`src/common/prs_map.svh`:
```
// Register offsets, field positions, reset values and limits of the readout sequencer
`ifndef PRS_MAP_SVH
`define PRS_MAP_SVH
`define PRS_ADDR_W 4
`define PRS_OFF_SEQ 4'h0
`define PRS_OFF_NPIX 4'h1
`define PRS_OFF_WIN 4'h5
`define PRS_OFF_YSTART 4'h6
`define PRS_OFF_CORE 4'h7
`define PRS_OFF_INT 4'h3
`define PRS_SEQ_RST 12'h0100
`define PRS_NPIX_RST 11'h0100
`define PRS_NPIX_MAX 11'h0457
`define PRS_XSTART_MAX 7'h62
`define PRS_YSTART_MAX 8'h89
`define PRS_INT_RST 12'h0001
`define PRS_BIT_KEEP 0
`define PRS_BIT_VAR_LO 1
`define PRS_BIT_VAR_HI 2
`define PRS_BIT_RST_BLACK 3
`define PRS_BIT_BOTH_SIDE 4
`define PRS_BIT_PRECHARGE 7
`define PRS_BIT_GRAN_LO 8
`define PRS_BIT_GRAN_HI 9
`define PRS_BIT_DARK 10
`define PRS_BIT_RST_ALL 11
`define PRS_CORE_XSUB_LO 2
`define PRS_CORE_XSUB_HI 4
`define PRS_CORE_YSUB_LO 5
`define PRS_CORE_YSUB_HI 7
`define PRS_BLOCK_W 24
`define PRS_READ_W 2
`endif

```
`src/common/prs_pkg.sv`:
```
// Types shared by the readout sequencer
package prs_pkg;
  typedef enum logic [1:0] {
    PRS_KEEP_RST1,
    PRS_KEEP_RD1,
    PRS_KEEP_RST2,
    PRS_KEEP_RD2
  } prs_variant_t;
  typedef enum logic [1:0] {
    PRS_IDLE,
    PRS_BLANK,
    PRS_LINE
  } prs_state_t;
endpackage

```
`src/verilog/prs_sequencer.sv`:
```
// Readout sequencer: registers, row pointers and column pair addressing
`include "prs_map.svh"
// Notes on behaviour
// RULE_01: Sub-sample code gives step 2,4,6,8 or 12.
// RULE_02: Always read two adjacent pixels per step.
// RULE_03: Blocks 24 wide; 99 column, 138 row starts. Code spaces column starts 12 columns apart.
// RULE_04: Columns addressed in pairs, rows singly.
// RULE_05: Read and reset pointers share row clock.
// RULE_06: Bit 4 or keep-charge mode drives both sides.
// RULE_07: Controller supplies 40 MHz pixel clock.
// RULE_08: Frame start restarts row addressing.
// RULE_09: Row clock selects row, starts blanking.
// RULE_10: Pulse timing follows loaded register bits.
// RULE_11: Bit 0 selects double-sample or keep-charge.
// RULE_12: Variant field ignored when bit 0 clear.
// RULE_13: Bit 3 resets pixels before readout.
// RULE_14: Bit 7 applies continuous precharge.
// RULE_15: Bits 9:8 set column clock granularity.
// RULE_16: Bit 10 disconnects column amplifiers.
// RULE_17: Bit 11 holds all pixels in reset.
// RULE_18: Sequencer register resets to 0x100.
// RULE_19: Pixel count register, max 1111 pairs.
// RULE_20: Keep-charge mode resets once, reads many.
// RULE_21: Reset spacing sets short slope integration.
// RULE_22: Variant codes: reset1, read1, reset2, read2.
// RULE_23: Core bits 4:2 column, 7:5 row sub-sample.
// RULE_24: Controller changes settings only between frames.
module prs_sequencer
  import prs_pkg::*;
#(
  parameter int ROW_W = 12,
  parameter int BLANK_CYC = 288
)
(
  input wire logic clk,
  input wire logic rst_n,
  input wire logic reg_wr,
  input wire logic [`PRS_ADDR_W-1:0] reg_addr,
  input wire logic [11:0] reg_wdata,
  output logic [11:0] reg_rdata,
  input wire logic frame_start,
  input wire logic row_clock,
  output logic [ROW_W-1:0] read_row,
  output logic [ROW_W-1:0] reset_row,
  output logic read_row_sel,
  output logic reset_row_sel,
  output logic both_side_drive,
  output logic [11:0] col_even,
  output logic [11:0] col_odd,
  output logic col_pair_valid,
  output logic col_clock_en,
  output logic blanking,
  output logic double_sample,
  output logic keep_charge_reset_frame,
  output logic [1:0] keep_charge_mode,
  output logic reset_black,
  output logic continuous_precharge,
  output logic amps_disconnected,
  output logic reset_all
);

  ////////////////////////////////////////////////////////////////////////
  // Registers
  logic [11:0] seq_reg, seq_next;
  logic [10:0] npix_reg, npix_next;
  logic [11:0] int_reg, int_next;
  logic [6:0] xstart_reg, xstart_next;
  logic [7:0] ystart_reg, ystart_next;
  logic [7:0] core_reg, core_next;

  // Saturating clamp keeps start positions inside the legal coordinate set
  function automatic logic [7:0] clamp8(input logic [7:0] v, input logic [7:0] mx);
    clamp8 = (v > mx) ? mx : v;
  endfunction

  // Register writes
  always_comb
  begin
    seq_next = seq_reg;
    npix_next = npix_reg;
    int_next = int_reg;
    xstart_next = xstart_reg;
    ystart_next = ystart_reg;
    core_next = core_reg;
    if (reg_wr)
    begin
      case (reg_addr)
        `PRS_OFF_SEQ: seq_next = reg_wdata; // [RULE_10]
        `PRS_OFF_NPIX: npix_next = (reg_wdata[10:0] > `PRS_NPIX_MAX) ?
          `PRS_NPIX_MAX : reg_wdata[10:0]; // [RULE_19]
        `PRS_OFF_INT: int_next = reg_wdata;
        `PRS_OFF_WIN: xstart_next = 7'(clamp8({1'b0, reg_wdata[6:0]},
          {1'b0, `PRS_XSTART_MAX})); // [RULE_03]
        `PRS_OFF_YSTART: ystart_next = clamp8(reg_wdata[7:0],
          `PRS_YSTART_MAX); // [RULE_03]
        `PRS_OFF_CORE: core_next = reg_wdata[7:0];
        default: ;
      endcase
    end
  end

  always_ff @(posedge clk or negedge rst_n)
  begin
    if (!rst_n)
    begin
      seq_reg <= `PRS_SEQ_RST; // [RULE_18]
      npix_reg <= `PRS_NPIX_RST;
      int_reg <= `PRS_INT_RST;
      xstart_reg <= 7'h00;
      ystart_reg <= 8'h00;
      core_reg <= 8'h00;
    end
    else
    begin
      seq_reg <= seq_next;
      npix_reg <= npix_next;
      int_reg <= int_next;
      xstart_reg <= xstart_next;
      ystart_reg <= ystart_next;
      core_reg <= core_next;
    end
  end

  // Readback; unmapped offsets read zero
  always_comb
  begin
    case (reg_addr)
      `PRS_OFF_SEQ: reg_rdata = seq_reg;
      `PRS_OFF_NPIX: reg_rdata = {1'b0, npix_reg};
      `PRS_OFF_INT: reg_rdata = int_reg;
      `PRS_OFF_WIN: reg_rdata = {5'h00, xstart_reg};
      `PRS_OFF_YSTART: reg_rdata = {4'h0, ystart_reg};
      `PRS_OFF_CORE: reg_rdata = {4'h0, core_reg};
      default: reg_rdata = 12'h000;
    endcase
  end

  ////////////////////////////////////////////////////////////////////////
  // Mode decode
  logic keep_mode;
  logic [1:0] variant;
  logic [3:0] xstep, ystep;
  assign keep_mode = seq_reg[`PRS_BIT_KEEP];
  assign variant = seq_reg[`PRS_BIT_VAR_HI:`PRS_BIT_VAR_LO];

  prs_step_decode u_xstep
  (
    .code(core_reg[`PRS_CORE_XSUB_HI:`PRS_CORE_XSUB_LO]), // [RULE_23]
    .step(xstep)
  );
  prs_step_decode u_ystep
  (
    .code(core_reg[`PRS_CORE_YSUB_HI:`PRS_CORE_YSUB_LO]), // [RULE_23]
    .step(ystep)
  );

  // Static control outputs, straight from the sequencer register
  assign double_sample = !keep_mode; // [RULE_11]
  assign keep_charge_mode = keep_mode ? variant : 2'b00; // [RULE_12]
  assign reset_black = seq_reg[`PRS_BIT_RST_BLACK]; // [RULE_13]
  assign continuous_precharge = seq_reg[`PRS_BIT_PRECHARGE]; // [RULE_14]
  assign amps_disconnected = seq_reg[`PRS_BIT_DARK]; // [RULE_16]
  assign reset_all = seq_reg[`PRS_BIT_RST_ALL]; // [RULE_17]
  // Reset frames are the even variant codes
  assign keep_charge_reset_frame = keep_mode &&
    (prs_variant_t'(variant) == PRS_KEEP_RST1 ||
     prs_variant_t'(variant) == PRS_KEEP_RST2); // [RULE_22]
  assign both_side_drive = seq_reg[`PRS_BIT_BOTH_SIDE] || keep_mode; // [RULE_06]

  ////////////////////////////////////////////////////////////////////////
  // Column clock divider: granularity 0..3 gives enable every 1..4 cycles
  logic [1:0] gran_cnt_reg, gran_cnt_next;
  logic [1:0] gran;
  assign gran = seq_reg[`PRS_BIT_GRAN_HI:`PRS_BIT_GRAN_LO]; // [RULE_15]
  assign col_clock_en = (gran_cnt_reg == gran);

  always_comb
  begin
    gran_cnt_next = col_clock_en ? 2'b00 : gran_cnt_reg + 2'b01; // [RULE_15]
  end

  always_ff @(posedge clk or negedge rst_n)
  begin
    if (!rst_n)
      gran_cnt_reg <= 2'b00;
    else
      gran_cnt_reg <= gran_cnt_next;
  end

  ////////////////////////////////////////////////////////////////////////
  // Row pointers and line sequence
  prs_state_t state_reg, state_next;
  logic [ROW_W-1:0] rd_reg, rd_next, rs_reg, rs_next;
  logic rs_active_reg, rs_active_next;
  logic [ROW_W-1:0] rows_done_reg, rows_done_next;
  logic [8:0] blank_reg, blank_next;
  logic [11:0] col_reg, col_next;
  logic [10:0] pair_cnt_reg, pair_cnt_next;
  logic [ROW_W-1:0] row_base;
  logic [11:0] col_base;

  // Start coordinates: rows singly, columns in 12-column units, half of the 24-wide block
  assign row_base = ROW_W'(ystart_reg); // [RULE_04]
  assign col_base = 12'(xstart_reg) * 12'(`PRS_BLOCK_W / 2); // [RULE_03]

  // Row clock advances the read pointer, and the reset pointer once active; frame start reloads both.
  // Reset pointer trails by int_reg rows; its select is masked off
  // in keep-charge read frames so pixels are reset only once.
  always_comb
  begin
    state_next = state_reg;
    rd_next = rd_reg;
    rs_next = rs_reg;
    rs_active_next = rs_active_reg;
    rows_done_next = rows_done_reg;
    blank_next = blank_reg;
    col_next = col_reg;
    pair_cnt_next = pair_cnt_reg;
    if (frame_start)
    begin
      rd_next = row_base; // [RULE_08]
      rs_next = row_base;
      rows_done_next = '0;
      rs_active_next = 1'b0;
      state_next = PRS_IDLE;
    end
    else if (row_clock)
    begin
      rd_next = rd_reg + ROW_W'(ystep); // [RULE_05]
      rows_done_next = rows_done_reg + 1'b1;
      if (rows_done_reg + 1'b1 >= int_reg[ROW_W-1:0])
        rs_active_next = 1'b1; // [RULE_21]
      if (rs_active_reg)
        rs_next = rs_reg + ROW_W'(ystep); // [RULE_05]
      blank_next = 9'(BLANK_CYC - 1);
      col_next = col_base;
      pair_cnt_next = '0;
      state_next = PRS_BLANK; // [RULE_09]
    end
    else
    begin
      case (state_reg)
        PRS_IDLE: ;
        PRS_BLANK:
          if (blank_reg == 9'h000)
            state_next = PRS_LINE;
          else
            blank_next = blank_reg - 9'h001;
        PRS_LINE:
          if (col_clock_en)
          begin
            if (pair_cnt_reg >= npix_reg - 11'h001)
              state_next = PRS_IDLE;
            else
            begin
              col_next = col_reg + 12'(xstep); // [RULE_01]
              pair_cnt_next = pair_cnt_reg + 11'h001;
            end
          end
        default: state_next = PRS_IDLE;
      endcase
    end
  end

  always_ff @(posedge clk or negedge rst_n)
  begin
    if (!rst_n)
    begin
      state_reg <= PRS_IDLE;
      rd_reg <= '0;
      rs_reg <= '0;
      rs_active_reg <= 1'b0;
      rows_done_reg <= '0;
      blank_reg <= 9'h000;
      col_reg <= 12'h000;
      pair_cnt_reg <= 11'h000;
    end
    else
    begin
      state_reg <= state_next;
      rd_reg <= rd_next;
      rs_reg <= rs_next;
      rs_active_reg <= rs_active_next;
      rows_done_reg <= rows_done_next;
      blank_reg <= blank_next;
      col_reg <= col_next;
      pair_cnt_reg <= pair_cnt_next;
    end
  end

  ////////////////////////////////////////////////////////////////////////
  // Outputs
  assign read_row = rd_reg;
  assign reset_row = rs_reg;
  assign read_row_sel = (state_reg != PRS_IDLE);
  // Reset select held off in keep-charge read frames while the pointer still advances: single reset per pixel
  assign reset_row_sel = rs_active_reg &&
    !(keep_mode && !keep_charge_reset_frame); // [RULE_20]
  assign blanking = (state_reg == PRS_BLANK);
  // Even and odd column of a pair leave together on their buses
  assign col_even = col_reg; // [RULE_02] [RULE_04]
  assign col_odd = col_reg + 12'h001; // [RULE_02]
  assign col_pair_valid = (state_reg == PRS_LINE) && col_clock_en;

endmodule

```
`src/verilog/prs_step_decode.sv`:
```
// Sub-sampling step decoder: pixels advanced per read pair
`include "prs_map.svh"
module prs_step_decode
  import prs_pkg::*;
(
  input wire logic [2:0] code,
  output logic [3:0] step
);
  // Codes with top bit set all collapse to the widest step
  always_comb
  begin
    case (code)
      3'b000: step = 4'h2; // [RULE_01]
      3'b001: step = 4'h4;
      3'b010: step = 4'h6;
      3'b011: step = 4'h8;
      default: step = 4'hC; // [RULE_01]
    endcase
  end
endmodule

```
`config.mk`:
```
export PLATFORM = sky130hd
export DESIGN_NAME = prs_sequencer
export DESIGN_NICKNAME = d
export VERILOG_FILES = /design/src/common/prs_pkg.sv /design/src/verilog/prs_sequencer.sv /design/src/verilog/prs_step_decode.sv
export VERILOG_INCLUDE_DIRS = /design/src /design/src/common
export SDC_FILE = /design/constraint.sdc
export NUM_CORES = 1
export LEC_CHECK = 0
export ABC_CLOCK_PERIOD_IN_PS = 3100
export CAP_MARGIN = 10
export CORE_AREA = 2 2 143 145
export DETAILED_ROUTE_END_ITERATION = 12
export DIE_AREA = 0 0 145 147
export DONT_BUFFER_PORTS = 1
export GPL_TIMING_DRIVEN = 0
export PLACE_DENSITY = 0.56
export SETUP_SLACK_MARGIN = 0.15
export SLEW_MARGIN = 20
export SYNTH_ARGS = -nofsm -noshare
export SYNTH_HDL_FRONTEND = slang
export SYNTH_SLANG_ARGS = --single-unit
```
`constraint.sdc`:
```
create_clock -name clk -period 3.1 [get_ports clk]
set_clock_uncertainty 0.15 [all_clocks]
set_input_delay 0.62 -clock clk [delete_from_list [all_inputs] [get_ports clk]]
set_output_delay 0.62 -clock clk [all_outputs]
set_load 0.01 [all_outputs]
```
-- Yosys cells after proc, flatten, opt, wreduce, memory -nomap -nowiden
Cells that the tools add are included.
- register bits: 131
- input port bits: 21
- output and inout bits: 74
- word-level logic and storage cells: 120
- add/subtract/negate cells: 9
- $mul: 1
- magnitude comparators: 5
- eq/ne operators: 21
- muxes and demuxes: 35
- bitwise gates (word level): 1
- reductions and logical operators: 33
- operators by type and width (kind ; count):
    2-to-1 mux 12 bit ; 11
    one-hot mux 12 bit (6 select lines) ; 1
    2-to-1 mux 11 bit ; 5
    adder 12 x 4 -> 12 bit ; 3
    one-hot mux 4 bit (4 select lines) ; 2
    2-to-1 mux 9 bit ; 3
    adder 12 x 1 -> 12 bit, second input constant ; 2
    AND reduction 2 bit ; 8
    2-to-1 mux 2 bit ; 7
    nonzero test 2 bit ; 7
    equality test 3 x 2 -> 1 bit, second input constant ; 4
    equality test 4 x 3 -> 1 bit, second input constant ; 3
    greater-or-equal comparator 12 bit ; 1
    adder 11 x 1 -> 11 bit, second input constant ; 1
    greater-or-equal comparator 11 bit ; 1
    > comparator 11 bit, second input constant ; 1
    subtractor 11 x 1 -> 11 bit, second input constant ; 1
    zero test 9 bit ; 1
    multiplier 7 x 2 -> 9 bit, second input constant ; 1
    subtractor 9 x 1 -> 9 bit, second input constant ; 1
    > comparator 8 bit, second input constant ; 1
    2-to-1 mux 8 bit ; 1
    inequality test 4 bit, second input constant ; 2
    AND reduction 4 bit ; 2
    22 further kinds ; 35

-- Depth between registers and ports, before layout
- depth after elaboration: 7
- depth in mapped cells: 14
- gate-level depth less buffers: 12

-- Hierarchy
From an unflattened synthesis, not the netlist that was laid out.
- cells, all modules: 896
- area, all modules: 8365.5 sq um
- modules (own cells, without submodules) (module ; instances ; cells an instance ; area an instance (sq um) ; sequential area each (sq um)):
    prs_sequencer ; 1 ; 884 ; 8287.9 ; 3281.9
    prs_step_decode ; 2 ; 6 ; 38.8 ; 0.0

-- Least setup slack after synthesis
No wires, ideal clock.
- kind: reg-to-reg
- from: register npix_reg[6]
- to: register pair_cnt_reg[2]
- setup time: 0.139 ns
- data arrival time: 2.914 ns
- data required time: 2.811 ns
- setup slack: -0.103 ns
- cell stages (with the launch flop): 14
- path buffers: 3
- period minus slack after synthesis: 3.203 ns
- cells stage by stage: dfrtp_1 -> clkbuf_1 -> or4_1 -> nor2_1 -> xnor2_1 -> ha_1 -> and3_1 -> a221o_1 -> o31ai_4 -> o21ai_2 -> buf_4 -> buf_2 -> a21oi_1 -> o41ai_1
- longest elaborated chain between the ends: 4
- ends and longest elaborated chain (what ; line ; text):
    start: declaration ; prs_sequencer.sv:65 ; logic [10:0] npix_reg, npix_next;
    start signal: assignment ; prs_sequencer.sv:107 ; npix_reg <= `PRS_NPIX_RST;
    start signal: assignment ; prs_sequencer.sv:116 ; npix_reg <= npix_next;
    subtractor 11 x 1 -> 11 bit ; prs_sequencer.sv:252 ; if (pair_cnt_reg >= npix_reg - 11'h001)
    greater-or-equal comparator 11 bit ; prs_sequencer.sv:252 ;
    inequality test 2 bit (no line) ; -- ;
    AND reduction 4 bit (no line) ; -- ;
    end signal: assignment ; prs_sequencer.sv:287 ; pair_cnt_reg <= pair_cnt_next;
    end: declaration ; prs_sequencer.sv:198 ; logic [10:0] pair_cnt_reg, pair_cnt_next;
Every way passes these cells.
A chain may end at the register's enable or synchronous reset.

-- Worst setup path in the final report
- from: register npix_reg[6]
- to: register col_reg[2], in the netlist col_even[2]
- longest elaborated chain between the ends: 4
- ends and longest elaborated chain (what ; line ; text):
    subtractor 11 x 1 -> 11 bit ; prs_sequencer.sv:252 ;
    greater-or-equal comparator 11 bit ; prs_sequencer.sv:252 ;
    inequality test 2 bit (no line) ; -- ;
    AND reduction 4 bit (no line) ; -- ;
    end signal: assignment ; prs_sequencer.sv:286 ; col_reg <= col_next;
    end: declaration ; prs_sequencer.sv:197 ; logic [11:0] col_reg, col_next;
Every way passes these cells.

==> summary.md <==
| Metric | Value |
|---|---|
| Internal power | 0.00395 W |
| Drt wl/cell | 19.1 microns |
| Leakage | 4.03 nW |
| DRC viols | 0 |
| Worst Setup EP | col_even[2]$_DFFE_PN0P_ |
| DP HPWL | 15500 microns |
| DRT iter0 DRCs | 363 |
| Fin. Hold Viols | 127 |
| Final WS setup | -0.0905 ns |
| Port bufs | 0 |
| Top_reg_cell synth | dfrtp_1 |
| Syn nets | 896 |
| Switch share | 34.8% |
| Pin count of the biggest net entering global routing | 131 |
| Reg2reg path depth | 14 |
| RSZ-0062 raised after global routing | true |
| Maximum clock frequency | 313 MHz |
| Type of origin of the critical path | flop |
| Register area share after synthesis | 41.7% |
| Initial antenna violation count | 0 |
| Cts bufs inserted | 17 |
| Share of cells above drive strength 1 | 17.1% |
| Count leader, synth | dfrtp_1 |
| R2r setup slk | -0.09 ns |
| Non-Filler Instances | 1146 |
| Leading area contributor after synthesis | dfrtp_1 |
| Core area | 19800 sq um |
| Critical path class | reg -> reg |
| Row Count | 52 |
| H-tree depth | 4 |
| Total of max-cap violations | 0 |
| Worst VDD drop | 397 uV |
| Synth Instances | 827 |
| Die X | 145 microns |
| Period utilization | 103% |
| Area delta synth->final | 17.1% |
| Post-synth top area share | 40.7% |
| Maximum clock path buffer count | 2 |
| Post-synth EDFFs | 0 |
| Diode count | 0 |
| Final core area utilization | 46.0% |
| Status | finished with violations |
| CTS tree | built |
| Commonest cells in the netlist | dfrtp_1, nand2_1, nor2_1, a21oi_1, ha_1 |
| Launch point of the worst path | npix_reg[6]$_DFFE_PN0P_ |
| Crit-path max FO | 8 |
| Global-route wire length before repair | 34100 microns |
| Top Ports | 95 |
| Post-route ant nets | 0 |
| Ys async rst share | 100% |
| Placed Cells | 1097 |
| Comb power frac | 25.4% |
| FF-to-FF Start | npix_reg[6]$_DFFE_PN0P_ |
| Vias in the first global route | 6048 |
| WL final | 21800 microns |
| Vias per std cell | 5.45 |
| Hold Crit Class | in -> async |
| Hold slack | -0.258 ns |
| Seq pwr share | 41.1% |
| Pre-antenna DRT Iters | 5 |
| Post-synthesis instance area | 7800 sq um |
| Setup violators final | 19 |
| Crit path DAT | 3.36 ns |
| Mean Syn Cell Area | 9.43 sq um |
| Overflow after GRT | 0 |
| Power Dens Cells | 664 nW/um^2 |
| Total die area | 21300 sq um |
| NetSw | 0.00211 W |
| Yosys reg bits | 130 |
| CTS root buf | clkbuf_16 |
| Clock latency on the worst-skew pair | 0.43 ns |
| Yosys cell types | 64 |
| # nets final | 932 |
| Routed via count | 6246 |
| RR Endpoint | col_even[2]$_DFFE_PN0P_ |
| Slew @ Worst Pin | 0.818 ns |
| Required @ worst endpoint | 3.27 ns |
| Clock Sink Count | 130 |
| Gpl congestion | 0.870 |
| Crit. End Element | flop |
| Final Critical Period | 3.19 ns |
| Synth top area cells | dfrtp_1, ha_1, mux2_2 |
| Relative slew slack | 45.4% |
| Die height | 147 microns |
| Share of total power in the clock network | 33.5% |
| Reg clk slew, reported paths | 0.06 ns |
| Final Slew Violations | 0 |
| Failing checks | negative hold slack, negative setup slack |
| Ys Warns | 0 |
| Initial core utilization | 39.3% |
| Overall Global Routing Usage | 20.5% |
worst max-delay path, stage by stage (launching register included):
cell,delay [ns]
dfrtp_1,0.37
clkbuf_8,0.13
or4_4,0.52
nor2_4,0.11
xnor2_2,0.09
ha_4,0.16
or3b_1,0.35
a221o_1,0.32
o31ai_4,0.22
o21ai_4,0.14
buf_8,0.17
buf_12,0.12
buf_16,0.12
nand2_2,0.05
o21ai_1,0.05
metrics by stage:
step,cell area [sq um],TNS (ns),setup slack [ns],power [W]
2_1_floorplan,7840,-0.167,-0.0353,0.00349
3_3_place_gp,8180,-6.47,-0.385,0.00389
3_5_place_dp,8180,-6.31,-0.382,0.00391
4_1_cts,8910,-2.32,-0.160,0.00600
5_1_grt,9130,-3.51,-0.209,0.00640
6_report,9130,-0.926,-0.0905,0.00606
layer usage:
metal / up-vias / global-route usage [%] / share of wire [%]
li1: 2998 / - / -
met3: 31 / 5.34 / 5.8
met5: - / 0 / 0
met2: 179 / 32.0 / 46
met1: 3038 / 28.3 / 46
met4: 0 / 5.74 / 2.0
power groups by stage:
stage | combinational (W) | clock (W) | sequential (W)
2_1_floorplan | 0.00116 | 0 | 0.00233
3_3_place_gp | 0.00139 | 0 | 0.00250
3_5_place_dp | 0.00141 | 0 | 0.00250
4_1_cts | 0.00146 | 0.00206 | 0.00248
5_1_grt | 0.00173 | 0.00213 | 0.00254
6_report | 0.00154 | 0.00203 | 0.00249
area by class of cell:
class	count	area, sq um
fillers	1915	10700
plain buffers	46	240
inverters	31	116
flip-flops and latches	130	3260
repair buffers	16	160
clock inverters	13	135
clock buffers	19	453
well taps	270	338
multi-input cells	621	4430
cell families (layout without fill, tap and decap cells):
kind of cell               after synthesis  in the layout  synth area share, %
other                                    2              2               0.0963
and+or+nand+nor                        302            302                 18.8
AOI/OAI and AO/OA                      163            164                 14.0
DFF                                    130            130                 41.7
muxes                                   46             46                 6.67
buffers and inverters                   77            125                 4.07
adders and majority gates               48             48                 8.08
xor gates and xnor gates                59             59                 6.62
cell usage in the layout, fill, tap and decap left out, drive strengths merged, types with 3 or more instances in the layout:
master / n
a21oi: 47
mux2i: 7
nor2b: 8
buf: 28
o21ai: 38
nor3: 15
fa: 4
nand3: 28
a211oi: 5
a21o: 15
nor2: 72
dfstp: 3
or2: 3
nand2b: 10
nand4: 8
a22o: 4
clkbuf: 53
or4: 6
o22a: 9
nand2: 94
nor4: 5
clkinvlp: 5
a22oi: 18
dfrtp: 127
and2: 11
nor3b: 7
inv: 31
o41ai: 5
nand3b: 7
clkinv: 6
o221ai: 5
ha: 44
mux2: 38
xnor2: 26
and3: 17
or3: 5
xor2: 33
what timing repair did:
| item | in CTS | in global routing |
|---|---|---|
| gates resized for setup | 19 | 39 |
| hold endpoints to repair | 130 | 130 |
| cloned | 1 | 1 |
| buffers inserted | 9 | 6 |
| endpoints found under the setup margin | 22 | 29 |
| pin swaps | 18 | 5 |
worst min-delay path by stage:
| stage | to | from | cells past startpoint | slack, ns |
|---|---|---|---|---|
| after floorplan | blank_reg[0]$_DFFE_PN0P_ | rst_n | 0 | 0.17 |
| after global placement | col_even[10]$_DFFE_PN0P_ | rst_n | 0 | 0.18 |
| after detailed placement | col_even[9]$_DFFE_PN0P_ | rst_n | 0 | 0.18 |
| after CTS | col_even[4]$_DFFE_PN0P_ | rst_n | 0 | -0.27 |
| after global routing | blank_reg[8]$_DFFE_PN0P_ | rst_n | 0 | -0.28 |
| final | col_even[4]$_DFFE_PN0P_ | rst_n | 0 | -0.26 |
No activity file was read; power rests on OpenSTA's default activity.
